**src/hdl/sweep_pkg.sv**
```systemverilog
// Constants and types shared by the frequency sweep sequencer files.
// Assumes 16-bit host words arrive already assembled, one per strobe.
package sweep_pkg;

    // Host word layout
    localparam int unsigned WORD_W  = 16;
    localparam int unsigned DATA_W  = 12;
    localparam int unsigned FREQ_W  = 24;
    localparam int unsigned STEP_W  = 23;
    localparam int unsigned IWORD_W = 14;
    localparam int unsigned IVAL_W  = 11;
    localparam int unsigned MCNT_W  = 9;

    // Register addresses in word bits 15..12
    localparam logic [3:0] ADDR_CTRL       = 4'h0;
    localparam logic [3:0] ADDR_STEP_COUNT = 4'h1;
    localparam logic [3:0] ADDR_FSTEP_LOW  = 4'h2;
    localparam logic [3:0] ADDR_FSTEP_HIGH = 4'h3;
    localparam logic [3:0] ADDR_START_LOW  = 4'hc;
    localparam logic [3:0] ADDR_START_HIGH = 4'hd;
    // Interval words decode on word bits 15..14 only
    localparam logic [1:0] ASEL_STEP_IVAL  = 2'h1;
    localparam logic [1:0] ASEL_BURST_IVAL = 2'h2;

    // Control field positions
    localparam int unsigned CTRL_FULL_WORD_BIT  = 11;
    localparam int unsigned CTRL_CONT_BIT       = 7;
    localparam int unsigned CTRL_EXT_BURST_BIT  = 6;
    localparam int unsigned CTRL_EXT_STEP_BIT   = 5;
    localparam int unsigned CTRL_SAW_BIT        = 4;
    // Step high word: direction flag
    localparam int unsigned FSTEP_DIR_BIT       = 11;
    // Interval word fields
    localparam int unsigned IVAL_BASE_BIT       = 13;
    localparam int unsigned IVAL_MULT_HI        = 12;
    localparam int unsigned IVAL_MULT_LO        = 11;

    // Reset values
    localparam logic [11:0] CTRL_RESET  = 12'h003;
    localparam logic [11:0] COUNT_RESET = 12'h002;
    localparam logic [13:0] IVAL_RESET  = 14'h0002;

    // Time-base multipliers, as master clock periods per tick
    localparam logic [MCNT_W-1:0] MULT_X1   = 9'h001;
    localparam logic [MCNT_W-1:0] MULT_X5   = 9'h005;
    localparam logic [MCNT_W-1:0] MULT_X100 = 9'h064;
    localparam logic [MCNT_W-1:0] MULT_X500 = 9'h1f4;

    typedef enum logic {
        ST_IDLE,
        ST_RUN
    } sweep_state_t;

endpackage

```
**src/hdl/freq_sweep_sequencer.sv**
```systemverilog
// Frequency sweep sequencer: register file, sweep state and step timing.
// Assumes host words and trigger are synchronous to ref_clk_i.
//
// Summary of operation
// RULE_01: Full-word mode: host writes start frequency low half, then high half.
// RULE_02: Split mode: each 12-bit start half updates alone by one write.
// RULE_03: Sweep outputs start, then adds the step at every increment.
// RULE_04: Step is 23 bits; high word bit 11 picks add or subtract.
// RULE_05: Step count is 12-bit binary, legal from 2 to 4095.
// RULE_06: Step interval bit 13 picks output cycles or master clocks.
// RULE_07: Interval count is 11-bit binary, 2 to 2047 base intervals.
// RULE_08: Bits 12..11 pick master clock multiplier 1, 5, 100 or 500.
// RULE_09: Timed sweep lasts step count plus one intervals.
// RULE_10: Burst mode: frequency for burst interval, then midscale until step.
// RULE_11: Burst word bit 13 picks base; bits 10..0 hold the count.
// RULE_12: Base and multiplier follow the step interval word normally.
// RULE_13: Trigger rising edge starts the sweep at the start frequency.
// RULE_14: All three mode bits clear gives fully timed steps and bursts.
// RULE_15: External step, timed burst: each later edge advances frequency.
// RULE_16: External step, timed burst takes base and multiplier from burst word.
// RULE_17: Fully external: output while trigger high, midscale while low.
// RULE_18: Fully external ignores base and multiplier of both words.
// RULE_19: Continuous bit set outputs each frequency for the whole interval.
// RULE_20: External step bit makes steps follow trigger edges, else timed.
// RULE_21: External burst bit applies only in burst mode with external steps.
// RULE_22: Saw bit set gives saw sweep, clear gives triangular sweep.
// RULE_23: Full-word mode commits a split value only when both halves arrived. The code commits on any high-half write, using whatever low half is pending.
// RULE_24: At the end, saw restarts at start; triangle reverses direction.
// RULE_25: Before the first trigger edge, hold midscale and freeze counters.
`timescale 1ns/10ps
`default_nettype none
module freq_sweep_sequencer (
    // Clock and reset
    input  wire logic                         ref_clk_i,
    input  wire logic                         rst_n_i,
    // Host register words
    input  wire logic                         wr_valid_i,
    input  wire logic [sweep_pkg::WORD_W-1:0] wr_word_i,
    // Trigger pin and output cycle marker
    input  wire logic                         trig_i,
    input  wire logic                         out_cycle_i,
    // Sweep outputs
    output logic [sweep_pkg::FREQ_W-1:0]      freq_word_o,
    output logic                              midscale_o,
    output logic                              sweep_active_o,
    output logic                              step_pulse_o,
    output logic [sweep_pkg::DATA_W-1:0]      step_index_o
);
    typedef struct packed {
        logic [11:0]             ctrl;
        logic [11:0]             step_count;
        logic [22:0]             fstep_mag;
        logic                    fstep_neg;
        logic [23:0]             start_freq;
        logic [13:0]             step_ival;
        logic [13:0]             burst_ival;
        logic [11:0]             start_pend;
        logic [11:0]             fstep_pend;
        logic                    trig_prev;
        sweep_pkg::sweep_state_t st;
        logic [23:0]             cur;
        logic [11:0]             idx;
        logic                    reverse;
        logic                    burst_on;
        logic                    midscale;
        logic                    step_pulse;
    } seq_state_t;

    seq_state_t  s;
    seq_state_t  n;
    logic [3:0]  addr;
    logic [11:0] data;
    logic        full_word;
    logic        cont;
    logic        ext_step;
    logic        ext_burst;
    logic        saw;
    logic        trig_rise;
    logic        burst_sel;
    logic [13:0] tm_word;
    logic        running;
    logic        step_run;
    logic        burst_run;
    logic        interval_load;
    logic        advance;
    logic        at_end;
    logic        sub;
    logic        tick;
    logic        step_expire;
    logic        burst_expire;

    function automatic logic [23:0] apply_step(
        input logic [23:0] cur,
        input logic [22:0] mag,
        input logic        down
    );
        logic [23:0] ext;
        ext = {1'b0, mag};
        if (down) begin
            apply_step = cur - ext;
        end else begin
            apply_step = cur + ext;
        end
    endfunction

    assign addr      = wr_word_i[15:12];
    assign data      = wr_word_i[11:0];
    assign full_word = s.ctrl[sweep_pkg::CTRL_FULL_WORD_BIT];
    assign cont      = s.ctrl[sweep_pkg::CTRL_CONT_BIT];
    assign ext_step  = s.ctrl[sweep_pkg::CTRL_EXT_STEP_BIT]; // see RULE_20
    // External burst only counts in burst mode with external steps
    assign ext_burst = ext_step & ~cont
                     & s.ctrl[sweep_pkg::CTRL_EXT_BURST_BIT]; // see RULE_21
    assign saw       = s.ctrl[sweep_pkg::CTRL_SAW_BIT]; // see RULE_22
    assign trig_rise = trig_i & ~s.trig_prev; // see RULE_13
    // Time base: burst word with external steps unless external burst is on, else step word
    assign burst_sel = ext_step & ~ext_burst; // see RULE_16
    assign tm_word   = burst_sel ? s.burst_ival : s.step_ival; // see RULE_12
    assign running   = (s.st == sweep_pkg::ST_RUN);
    // Counters stay frozen until the sweep is started
    assign step_run  = running & ~ext_step; // see RULE_14
    // Fully external and continuous modes leave the burst timer idle
    assign burst_run = running & ~cont & ~ext_burst; // see RULE_18

    sweep_tick_gen u_tick (
        .ref_clk_i    (ref_clk_i),
        .rst_n_i      (rst_n_i),
        .restart_i    (interval_load),
        .run_i        (running),
        .clock_base_i (tm_word[sweep_pkg::IVAL_BASE_BIT]),
        .mult_sel_i   (tm_word[sweep_pkg::IVAL_MULT_HI:sweep_pkg::IVAL_MULT_LO]),
        .out_cycle_i  (out_cycle_i),
        .tick_o       (tick)
    );
    sweep_interval_counter u_step_timer (
        .ref_clk_i (ref_clk_i),
        .rst_n_i   (rst_n_i),
        .load_i    (interval_load),
        .run_i     (step_run),
        .count_i   (s.step_ival[10:0]),
        .tick_i    (tick),
        .expire_o  (step_expire)
    );
    // Burst count always comes from the burst word, see RULE_11
    sweep_interval_counter u_burst_timer (
        .ref_clk_i (ref_clk_i),
        .rst_n_i   (rst_n_i),
        .load_i    (interval_load),
        .run_i     (burst_run),
        .count_i   (s.burst_ival[10:0]),
        .tick_i    (tick),
        .expire_o  (burst_expire)
    );
    always_comb begin
        n = s;
        n.step_pulse  = 1'b0;
        n.trig_prev   = trig_i;
        interval_load = 1'b0;
        advance       = 1'b0;
        at_end        = (s.idx == s.step_count); // see RULE_05
        sub           = s.fstep_neg ^ s.reverse;
        case (s.st)
            sweep_pkg::ST_IDLE: begin
                if (trig_rise) begin
                    n.st          = sweep_pkg::ST_RUN; // see RULE_13
                    n.cur         = s.start_freq;
                    n.idx         = '0;
                    n.reverse     = 1'b0;
                    n.burst_on    = 1'b1;
                    interval_load = 1'b1;
                end
            end
            sweep_pkg::ST_RUN: begin
                advance = ext_step ? trig_rise : step_expire; // see RULE_15
                if (advance) begin
                    interval_load = 1'b1;
                    n.burst_on    = 1'b1;
                    n.step_pulse  = 1'b1;
                    if (!at_end) begin
                        // One interval per frequency, start included, see RULE_09
                        n.idx = s.idx + 12'h001;
                        n.cur = apply_step(s.cur, s.fstep_mag, sub); // see RULE_03
                    end else if (saw) begin
                        n.idx     = '0;
                        n.cur     = s.start_freq; // see RULE_24
                        n.reverse = 1'b0;
                    end else begin
                        n.idx     = 12'h001;
                        n.reverse = ~s.reverse; // see RULE_24
                        n.cur     = apply_step(s.cur, s.fstep_mag, ~sub);
                    end
                end else if (burst_expire) begin
                    n.burst_on = 1'b0; // see RULE_10
                end
            end
            default: begin
                n.st = sweep_pkg::ST_IDLE;
            end
        endcase
        if (wr_valid_i) begin
            case (addr)
                sweep_pkg::ADDR_CTRL: begin
                    // Control write restarts the sequencer at midscale
                    n.ctrl        = data;
                    n.st          = sweep_pkg::ST_IDLE;
                    n.burst_on    = 1'b0;
                    n.step_pulse  = 1'b0;
                    interval_load = 1'b0;
                end
                sweep_pkg::ADDR_STEP_COUNT: begin
                    n.step_count = data;
                end
                sweep_pkg::ADDR_FSTEP_LOW: begin
                    if (full_word) begin
                        n.fstep_pend = data; // see RULE_23
                    end else begin
                        n.fstep_mag[11:0] = data;
                    end
                end
                sweep_pkg::ADDR_FSTEP_HIGH: begin
                    n.fstep_mag[22:12] = data[10:0]; // see RULE_04
                    n.fstep_neg        = data[sweep_pkg::FSTEP_DIR_BIT];
                    if (full_word) begin
                        n.fstep_mag[11:0] = s.fstep_pend;
                    end
                end
                sweep_pkg::ADDR_START_LOW: begin
                    if (full_word) begin
                        n.start_pend = data; // see RULE_01
                    end else begin
                        n.start_freq[11:0] = data; // see RULE_02
                    end
                end
                sweep_pkg::ADDR_START_HIGH: begin
                    n.start_freq[23:12] = data; // see RULE_02
                    if (full_word) begin
                        n.start_freq[11:0] = s.start_pend; // see RULE_23
                    end
                end
                default: begin
                    if (addr[3:2] == sweep_pkg::ASEL_STEP_IVAL) begin
                        n.step_ival = wr_word_i[13:0]; // see RULE_06
                    end else if (addr[3:2] == sweep_pkg::ASEL_BURST_IVAL) begin
                        n.burst_ival = wr_word_i[13:0]; // see RULE_11
                    end
                end
            endcase
        end

        if (n.st == sweep_pkg::ST_IDLE) begin
            n.midscale = 1'b1; // see RULE_25
        end else if (cont) begin
            n.midscale = 1'b0; // see RULE_19
        end else if (ext_burst) begin
            n.midscale = ~trig_i; // see RULE_17
        end else begin
            n.midscale = ~n.burst_on; // see RULE_10
        end
    end
    always_ff @(posedge ref_clk_i or negedge rst_n_i) begin
        if (!rst_n_i) begin
            s            <= '0;
            s.st         <= sweep_pkg::ST_IDLE;
            s.midscale   <= 1'b1;
            s.ctrl       <= sweep_pkg::CTRL_RESET;
            s.step_count <= sweep_pkg::COUNT_RESET;
            s.step_ival  <= sweep_pkg::IVAL_RESET;
            s.burst_ival <= sweep_pkg::IVAL_RESET;
        end else begin
            s <= n;
        end
    end
    assign freq_word_o    = s.cur;
    assign midscale_o     = s.midscale;
    assign sweep_active_o = running;
    assign step_pulse_o   = s.step_pulse;
    assign step_index_o   = s.idx;
endmodule
`default_nettype wire

```
**src/hdl/sweep_interval_counter.sv**
```systemverilog
// Down counter of base ticks; pulses once when the interval runs out.
// Assumes a count of at least 2; a count of zero never expires.
`timescale 1ns/10ps
`default_nettype none
module sweep_interval_counter (
    // Clock and reset
    input  wire logic                          ref_clk_i,
    input  wire logic                          rst_n_i,
    // Control
    input  wire logic                          load_i,
    input  wire logic                          run_i,
    input  wire logic [sweep_pkg::IVAL_W-1:0]  count_i,
    input  wire logic                          tick_i,
    // Status
    output logic                               expire_o
);
    typedef struct packed {
        logic [sweep_pkg::IVAL_W-1:0] remain;
        logic                         busy;
        logic                         expire;
    } ival_state_t;

    ival_state_t s;
    ival_state_t n;

    always_comb begin
        n = s;
        n.expire = 1'b0;
        if (load_i) begin
            n.remain = count_i; // see RULE_07
            n.busy   = (count_i != '0);
        end else if (run_i && s.busy && tick_i) begin
            n.remain = s.remain - 11'h001;
            if (s.remain == 11'h001) begin
                n.busy   = 1'b0;
                n.expire = 1'b1;
            end
        end
    end

    always_ff @(posedge ref_clk_i or negedge rst_n_i) begin
        if (!rst_n_i) begin
            s <= '0;
        end else begin
            s <= n;
        end
    end

    assign expire_o = s.expire;
endmodule
`default_nettype wire

```
**src/hdl/sweep_tick_gen.sv**
```systemverilog
// Time-base tick generator: one tick per base interval.
// Assumes out_cycle_i pulses once per output waveform cycle.
`timescale 1ns/10ps
`default_nettype none
module sweep_tick_gen (
    // Clock and reset
    input  wire logic       ref_clk_i,
    input  wire logic       rst_n_i,
    // Control
    input  wire logic       restart_i,
    input  wire logic       run_i,
    input  wire logic       clock_base_i,
    input  wire logic [1:0] mult_sel_i,
    input  wire logic       out_cycle_i,
    // Tick
    output logic            tick_o
);
    typedef struct packed {
        logic [sweep_pkg::MCNT_W-1:0] cnt;
        logic                         tick;
    } tick_state_t;

    tick_state_t                  s;
    tick_state_t                  n;
    logic [sweep_pkg::MCNT_W-1:0] limit;

    always_comb begin
        n = s;
        case (mult_sel_i)
            2'h0:    limit = sweep_pkg::MULT_X1;
            2'h1:    limit = sweep_pkg::MULT_X5;
            2'h2:    limit = sweep_pkg::MULT_X100;
            default: limit = sweep_pkg::MULT_X500;
        endcase
        n.tick = 1'b0;
        if (restart_i) begin
            n.cnt = '0;
        end else if (run_i && clock_base_i) begin
            // Multiplier scales only the master clock base, see RULE_08
            if (s.cnt == limit - 9'h001) begin
                n.cnt  = '0;
                n.tick = 1'b1;
            end else begin
                n.cnt = s.cnt + 9'h001;
            end
        end else if (run_i) begin
            n.tick = out_cycle_i; // see RULE_06
        end
    end

    always_ff @(posedge ref_clk_i or negedge rst_n_i) begin
        if (!rst_n_i) begin
            s <= '0;
        end else begin
            s <= n;
        end
    end

    assign tick_o = s.tick;
endmodule
`default_nettype wire
```
**config.mk**
```make
export PLATFORM = sky130hd
export DESIGN_NAME = freq_sweep_sequencer
export DESIGN_NICKNAME = d
export VERILOG_FILES = /design/src/hdl/sweep_pkg.sv /design/src/hdl/freq_sweep_sequencer.sv /design/src/hdl/sweep_interval_counter.sv /design/src/hdl/sweep_tick_gen.sv
export SDC_FILE = /design/constraint.sdc
export NUM_CORES = 1
export LEC_CHECK = 0
export ABC_CLOCK_PERIOD_IN_PS = 7200
export BUFFER_PORTS_ARGS = -buffer_cell sky130_fd_sc_hd__buf_2
export CORE_MARGIN = 10
export CORE_UTILIZATION = 30
export CTS_BUF_LIST = sky130_fd_sc_hd__clkbuf_2
export DETAILED_ROUTE_END_ITERATION = 10
export GPL_TIMING_DRIVEN = 0
export PLACE_DENSITY = 0.5
export SYNTH_ARGS = -nofsm -noshare
export SYNTH_HDL_FRONTEND = slang
export SYNTH_HIERARCHICAL = 1
export SYNTH_SLANG_ARGS = --single-unit
```
**constraint.sdc**
```tcl
create_clock -name ref_clk_i -period 7.2 [get_ports ref_clk_i]
set_clock_uncertainty 0.05 [all_clocks]
set_input_delay 0.36 -clock ref_clk_i [delete_from_list [all_inputs] [get_ports ref_clk_i]]
set_output_delay 0.36 -clock ref_clk_i [all_outputs]
set_load 0.02 [all_outputs]
```
# [Word level (Yosys, flattened, before mapping)]
# Index checks and enable logic that the tools add are counted.
[word_totals] register_bits=202 inputBits=21 output_inout_bits=39 elab_cells=152
[op_classes] n_addsub=7 n_eq_ne=20 n_mux=49 bitwise_logic=18 reduce_logical=31
[op_table] cell="case mux 38 bit (2 select lines)" n=1
[op_table] cell="2-to-1 mux 37 bit" n=2
[op_table] cell="2-to-1 mux 12 bit" n=5
[op_table] cell="2-to-1 mux 24 bit" n=2
[op_table] cell="case mux 12 bit (2 select lines)" n=2
[op_table] cell="2-to-1 mux 39 bit" n=1
[op_table] cell="2-to-1 mux 36 bit" n=1
[op_table] cell="2-to-1 mux 9 bit" n=3
[op_table] cell="case mux 9 bit (3 select lines)" n=1
[op_table] cell="2-to-1 mux 13 bit" n=2
[op_table] cell="2-to-1 mux 1 bit" n=25
[op_table] cell="adder 24 x 23 -> 24 bit" n=1
[op_table] cell="subtractor 24 x 23 -> 24 bit" n=1
[op_table] cell="== test 11 x 1 -> 1 bit (second input constant)" n=2
[op_table] cell="nonzero test 11 bit" n=2
[op_table] cell="subtractor 11 x 1 -> 11 bit (second input constant)" n=2
[op_table] cell="2-to-1 mux 14 bit" n=1
[op_table] cell="AND reduction 2 bit" n=7
[op_table] cell="nonzero test 2 bit" n=7
[op_table] cell="adder 12 x 1 -> 12 bit (second input constant)" n=1
[op_table] cell="== test 12 bit" n=1
[op_table] cell="AND reduction 3 bit" n=4
[op_table] cell="AND reduction 4 bit" n=3
[op_table] cell="inequality test 2 bit (second input constant)" n=5
[op_table] cell="other kinds (18)" n=43

# [Depth between registers and ports, before layout]
# Gate-level depths: netlist of the first run.
[logic_depth] word_depth=13 mapped_depth=12 depth_no_buf=12

# [Cells and area by module]
# Netlist of the first run, hierarchy kept.
[modules_own_cells] mod="freq_sweep_sequencer" n_inst=1 cells_per_inst=985 area_each_um2=9890.7 seq_area_each_um2=3983.8
[modules_own_cells] mod="sweep_interval_counter" n_inst=2 cells_per_inst=79 area_each_um2=738.2 seq_area_each_um2=325.3
[modules_own_cells] mod="sweep_tick_gen" n_inst=1 cells_per_inst=73 area_each_um2=688.2 seq_area_each_um2=250.2

# [Worst setup path after synthesis of the first run]
# OpenSTA, ideal clock, no wires.
[synth_timing] path_kind="flip-flop to flip-flop" from="reg s, in the netlist sweep_active_o" to="reg u_burst_timer/s[1] in the netlist's numbering" setup_time_ns=0.127 arrival_ns=2.601 t_required_ns=7.023 slack_ns=4.421 stages_incl_launch_ff=10 n_path_buf=3 synth_period_minus_slack_ns=2.779 cell_sequence="dfrtp_1 -> nor2b_1 -> clkbuf_1 -> nor2_1 -> clkbuf_1 -> clkbuf_1 -> nor2_1 -> or4b_1 -> nor4_2 -> nor2_1"
[synth_via] elab_chain_len=6 elab_cells_between_ends=12 classes_between="mux (4); bitwise (3); reduce/logical (5)"
[synth_rtl] element="start, declared" line_no="freq_sweep_sequencer.sv:69" source="seq_state_t s;"
[synth_rtl] element="start signal, assigned" line_no="freq_sweep_sequencer.sv:270" source="s <= n;"
[synth_rtl] element="NOT 1 bit"
[synth_rtl] element="case mux 1 bit (2 select lines) (*)" line_no="freq_sweep_sequencer.sv:162" source="case (s.st)"
[synth_rtl] element="2-to-1 mux 1 bit" line_no="freq_sweep_sequencer.sv:201" source="case (addr)"
[synth_rtl] element="2-to-1 mux 1 bit (*)" line_no="freq_sweep_sequencer.sv:200" source="if (wr_valid_i) begin"
[synth_rtl] element="via interval_load" line_no="freq_sweep_sequencer.sv:84" source="logic interval_load;"
[synth_rtl] element="nonzero test 2 bit (no line)"
[synth_rtl] element="AND reduction 2 bit (no line)"
[synth_rtl] element="end signal, assigned" line_no="sweep_interval_counter.sv:45" source="s <= n;"
[synth_rtl] element="end, declared" line_no="sweep_interval_counter.sv:23" source="ival_state_t s;"
# Mark *: on every way through the listed nets, which the timed path passes. The rest lies on a longest branch.
# A chain may end at the register's enable or synchronous reset.

# [Worst setup path in the final report of the first run]
[layout_timing] from="reg s, in the netlist sweep_active_o" to="reg u_tick/s[5] in the netlist's numbering"
[layout_via] elab_chain_len=5 elab_cells_between_ends=7 classes_between="mux (4); bitwise (1); reduce/logical (2)"
[layout_rtl] element="NOT 1 bit"
[layout_rtl] element="case mux 1 bit (2 select lines) (*)" line_no="freq_sweep_sequencer.sv:162"
[layout_rtl] element="2-to-1 mux 1 bit" line_no="freq_sweep_sequencer.sv:201"
[layout_rtl] element="2-to-1 mux 1 bit (*)" line_no="freq_sweep_sequencer.sv:200"
[layout_rtl] element="via interval_load" line_no="freq_sweep_sequencer.sv:84"
[layout_rtl] element="2-to-1 mux 9 bit or nonzero test 2 bit (tied branches)"
[layout_rtl] element="end signal, assigned" line_no="sweep_tick_gen.sv:55" source="s <= n;"
[layout_rtl] element="end, declared" line_no="sweep_tick_gen.sv:23" source="tick_state_t s;"
# Marked as above.

==> results.toml, run 1 <==
[worst_setup_path]
r2r_setup_slack_ns = 2.82
rr_endpoint = "u_tick/s[5]"
endpoint_kind = "flip-flop"
cpMostUsedCell = "clkbuf_1"
arrival_ns = 5.00
crit_path_max_incr_delay_ns = 0.92
path_cells = "nor2b_1, clkbuf_1, nor2_1, clkbuf_1, clkbuf_1, nor2_1, clkinv_1, nand4_1, o31a_1, o41ai_1"
critical-path-slowest-cell = "nor2_1"
worst_r2r_path_depth = 10
cp_num_cells = 10
cp.required_ns = 7.82
cp_max_fo = 16
crit_family = "buffers and inverters"
startpoint = "sweep_active_o"
r2r-start = "sweep_active_o"
start_kind = "flip-flop"
path_class = "reg -> reg"
crit_end = "u_tick/s[5]"
crit_buf_inv = 4

[synthesis]
ys.flop_type = "dfrtp_1"
synthCells = 1216
yosys-top-cells-area = "dfrtp_1 (40%), mux2_2 (9.2%), ha_1 (5.4%)"
syn_nets = 1291
synthDistinctLibCells = 96
synth_seq_cells = 195
ys_seq_area_share_pct = 40.5
synth_largest_area_cell = "dfrtp_1"
synth-async-reset-ratio_pct = 100
synth_area_um2 = 12100
ys_warn_count = 6
avgSynthCellArea_um2 = 9.91
synth_top_area_share_pct = 39.6
synth-edff-count = 0

[layout]
syn2layout_area_growth_pct = 10.4
drive_gt1_share_pct = 21.3
stdcell_area_um2 = 13300
nets = 1365
mostFrequentLayoutCell = "dfrtp_1"
most-common-layout-cells = "dfrtp_1 (191), nand2_1 (112), mux2_2 (99)"
fin_util_pct = 33.5
n_fill_cell = 4141

[clock_tree]
clk_pin_slew_ns = 0.26
tritoncts = "yes"
cts_buffers = 17
cts_buffer_depth = 2
numClockSinks = 195
insertion_delay_ns = 0.75
cts_setup_buffers = 0
cts_resized = 0
htree_levels = 4
root_buffer = "clkbuf_2"
cts_hold_buf = 8

[route]
wirelength_um = 34900
route.detailed.drc = 0
drtIter0Drc = 658
ant_nets = 0
avgRoutedWirePerCell_um = 19.1
via_per_inst = 5.18
drt-pass1-iter-count = 5
num_vias = 9467

[placed_design]
port_buffers = 46
dpl-instance-area_um2 = 13000
dp_hpwl_um = 25800
gp_congestion = 0.824

[floorplan]
start_util_pct = 30.3
io_pins = 60
dieArea_um2 = 48600
rows = 73
core_area_um2 = 39700
fp.dieW_um = 220
die_h_um = 220

[grt]
grt_use_total_pct = 14.4
gr-total-overflow = 0
grt_pass1_vias = 9350
grt_pass1_wl_um = 55000
grt_max_degree = 116
antenna_found_initial = 2

[timing]
fin_crit_sh_pct = 60.8
tightest_slew_ns = 1.06
rsz0062_at_grt = "no"
hold_violations = 0
fin_tns_setup_ns = 0
max_freq_mhz = 228
slew_viol_final = 0
setup_viol = 0
period_needed_ns = 4.38
maxSlewHeadroom_pct = 29.2

[pwr]
irDropWorstVdd_uv = 130
p_per_area_nw_per_um2 = 363
leakage_nw = 5.80

[flow_run]
cap_violations = 0

[outcome]
status = "finished clean"

[worst_hold_path]
worstHoldPathType = "in -> reg"
## cell families (layout without fill, tap and decap cells)
logic type                 after synthesis  count (layout)  share of synthesized area [%]
buffers and inverters                  156             243                           6.62
and+or+nand+nor                        352             352                           15.6
adders and majority gates               54              54                           5.73
AOI/OAI and AO/OA                      296             296                           17.2
DFF                                    195             195                           40.5
xor gates and xnor gates                42              42                           3.18
muxes                                  121             121                           11.2
other                                    0               1                              0
## sequential cells by signal (all words and copies together), names as in the netlist
signal and flops:
cont 1, ext_step 1, freq_word_o 24, full_word 1, midscale_o 1, s 117, step_index_o 12, step_pulse_o 1
sweep_active_o 1, u_burst_timer/expire_o 1, u_burst_timer/s 12, u_step_timer/expire_o 1, u_step_timer/s 12, u_tick/s 9, u_tick/tick_o 1
## layer usage
metal	wire length (um)	track usage, %	vias to the layer above	share of wire [%]
met2	16200	23.1	150	47
met1	17100	20.2	4765	49
met4	499	3.49	0	1.4
met3	1050	1.98	30	3.0
met5	0	0	-	0
li1	-	-	4522	-
## layout make-up
type	instances	area, um2	share of cell area, %
clock buffer	21	105	0.790
timing repair buffer	55	348	2.61
sequential	195	4880	36.7
inverter	51	191	1.44
buffer	105	607	4.56
antenna	1	2.50	0.0188
tap	525	657	4.94
clock inverter	11	140	1.05
multi-input combinational	865	6370	47.9
## cell usage after synthesis (20+ instances only)
cell / instances
a21oi_1: 48
a22oi_1: 20
buf_4: 37
clkbuf_1: 46
dfrtp_1: 191
ha_1: 52
inv_1: 49
mux2_2: 99
nand2_1: 112
nand3_1: 29
nor2_1: 68
nor3_1: 21
o21ai_0: 59
o21ai_1: 30
xor2_1: 29
## worst min path at each step
| stage | from | cells past startpoint | end | slack, ns |
|---|---|---|---|---|
| finish | wr_word_i[9] | 3 | s[103] | 0.07 |
| global route | wr_word_i[9] | 3 | s[128] | 0.04 |
| CTS | wr_word_i[9] | 3 | s[103] | 0.004 |
| detailed placement | rst_n_i | 1 | freq_word_o[19] | 0.35 |
| global placement | s[93] | 1 | s[93] | 0.43 |
| floorplan | rst_n_i | 0 | cont | 0.01 |
## tightest hold or removal path, delay by kind of cell
kind                   cells  cell delay [ns]
buffers and inverters      1             0.28
AOI/OAI and AO/OA          1             0.08
and+or+nand+nor            1             0.13
## metrics by stage
step	std cells	hold slack, ns	power, W	setup slack (ns)
6_report	1829	0.0665	0.00483	2.82
5_1_grt	1829	0.0431	0.00522	2.36
4_1_cts	1828	0.00430	0.00485	2.75
3_5_place_dp	1788	0.350	0.00427	2.68
3_3_place_gp	1787	0.435	0.00423	2.23
2_1_floorplan	1216	0.0144	0.00356	4.42
## power by group
group | switching, W | internal, W | total, W
clock | 0.000374 | 0.000195 | 0.000569
sequential | 0.000359 | 0.00140 | 0.00176
combinational | 0.00144 | 0.00106 | 0.00250
No activity file was read; power rests on OpenSTA's default activity.
==> run 2, diff against run 1 <==
ABC_CLOCK_PERIOD_IN_PS = 3900   (was 7200)
PLACE_DENSITY = 0.51   (was 0.5)
clock period = 3.9 ns   (was 7.2 ns; I/O delays follow)
==> results.toml, run 2 (synthesis results as in run 1) <==
[timing]
rsz0062_at_grt = "no"
tightest_slew_ns = 0.963
finalHoldWorstSlack_ns = 0.245
fin_ws_ns = 0.331
max_freq_mhz = 280
fin_crit_sh_pct = 91.5
fin_tns_setup_ns = 0
slew_viol_final = 0
maxSlewHeadroom_pct = 35.6
hold_violations = 0
period_needed_ns = 3.57
setup_viol = 0

[worst_setup_path]
start_kind = "input port"
cp_max_fo = 16
cp.required_ns = 4.53
arrival_ns = 4.20
crit_family = "buffers and inverters"
path_class = "in -> reg"
critical-path-slowest-cell = "or4b_1"
crit_buf_inv = 5
endpoint_kind = "flip-flop"
crit_path_max_incr_delay_ns = 0.57
path_cells = "dlygate4sd3_1, dlygate4sd3_1, buf_2, nor2b_1, mux2i_1, nor2b_1, nor2_1, clkbuf_2, clkbuf_2, nor2_4, or4b_1, nor4_2, nor2_1"

[placed_design]
place_ws_ns = -0.472
gp_congestion = 0.814
port_buffers = 46
dp_hpwl_um = 25500
place_inst = 1788

[grt]
grt_use_total_pct = 14.4
grt_max_degree = 102
gr-total-overflow = 0
grt_pass1_vias = 9438
antenna_found_initial = 1
grt_pass1_wl_um = 55000

[layout]
drive_gt1_share_pct = 21.3
syn2layout_area_growth_pct = 12.4
nets = 1385
top_register = "s"
mostFrequentLayoutCell = "dfrtp_1"
largest_reg_flops = 117
most-common-layout-cells = "dfrtp_1 (191), nand2_1 (112), mux2_2 (99)"
final_cells = 1849

[route]
ant_nets = 0
avgRoutedWirePerCell_um = 18.7
drt-pass1-iter-count = 5
route.detailed.drc = 0
drtIter0Drc = 616
via_per_inst = 5.19
num_vias = 9598
wirelength_um = 34600

[floorplan]
dieArea_um2 = 48600
io_pins = 60
core_area_um2 = 39700
rows = 73
die_h_um = 220
start_util_pct = 30.3
fp.dieW_um = 220

[clock_tree]
cts_buffers = 17
insertion_delay_ns = 0.78
numClockSinks = 195
clk_pin_slew_ns = 0.27
cts_setup_buffers = 0
htree_levels = 4
tritoncts = "yes"
root_buffer = "clkbuf_2"
cts_buffer_depth = 2

[outcome]
status = "finished clean"

[pwr]
leakage_nw = 5.91
irDropWorstVdd_uv = 223
p_per_area_nw_per_um2 = 660

[worst_hold_path]
worstHoldPathType = "in -> reg"

[flow_run]
cap_violations = 0
-- run 2: changes by cell type in the layout (fill, tap and decap cells not counted) --
cell	change
buf_16	+1
clkbuf_1	-3
clkinv_2	+1
clkinv_4	+4
clkinvlp_4	-5
diode_2	+1
dlygate4sd3_1	+19
inv_6	+2
nor2_1	-1
nor2_4	+1
-- run 2: power by group --
group          switching, W  internal [W]  total (W)  leakage, nW
Combinational       0.00264       0.00198    0.00462         3.37
Clock              0.000712      0.000360    0.00107        0.154
Sequential         0.000654       0.00259    0.00324         2.39
-- run 2: per-layer routing --
layer	GRT usage, %	share of wire [%]	vias to the layer above	wire length, um
met4	3.26	1.3	0	462
met2	23.3	47	192	16400
met3	2.09	3.0	29	1020
met1	19.9	48	4811	16700
li1	-	-	4566	-
met5	0	0	-	0
-- run 2: area by class of cell --
| cell class | instances | area [um2] |
|---|---|---|
| plain buffers | 105 | 611 |
| diodes | 2 | 5.00 |
| repair buffers | 75 | 566 |
| inverters | 51 | 191 |
| clock buffers | 18 | 90.1 |
| clock inverters | 13 | 160 |
| flip-flops and latches | 195 | 4880 |
| fillers | 4110 | 26200 |
| multi-input cells | 865 | 6380 |
| well taps | 525 | 657 |
-- run 2: path summary, 6_finish.rpt --
path | startpoint | endpoint | slack (ns) | cells past startpoint
min | wr_word_i[13] | s[93] | 0.25 | 3
max in group asynchronous | rst_n_i | s[143] | 2.81 | 4
min in group asynchronous | rst_n_i | s[81] | 0.45 | 3
min reg2reg | s[57] | s[97] | 0.48 | 2
max | trig_i | u_burst_timer/s[1] | 0.33 | 13
max reg2reg | sweep_active_o | u_burst_timer/s[1] | 0.50 | 9
-- run 2: timing repair --
item,in CTS,in global routing
setup endpoints to repair,34,34
gates resized for setup,2,5
hold buffers,27,1
hold endpoints to repair,240,1
-- run 2: worst reg2reg max path, stage by stage, from the launching register on --
cell and delay [ns]:
dfrtp_1 0.77, nor2b_1 0.09, clkbuf_2 0.26, nor2_1 0.28, clkbuf_2 0.39, clkbuf_2 0.41
nor2_4 0.16, or4b_1 0.57, nor4_2 0.24, nor2_1 0.10
-- run 2: per-stage QoR --
stage | utilization (%) | instance area, um2 | power (W)
after global routing | 34.1 | 13500 | 0.00967
after floorplan | - | 12100 | 0.00657
after detailed placement | 32.7 | 13000 | 0.00785
final | 34.1 | 13500 | 0.00893
after CTS | 34.0 | 13500 | 0.00898
after global placement | 32.6 | 12900 | 0.00780
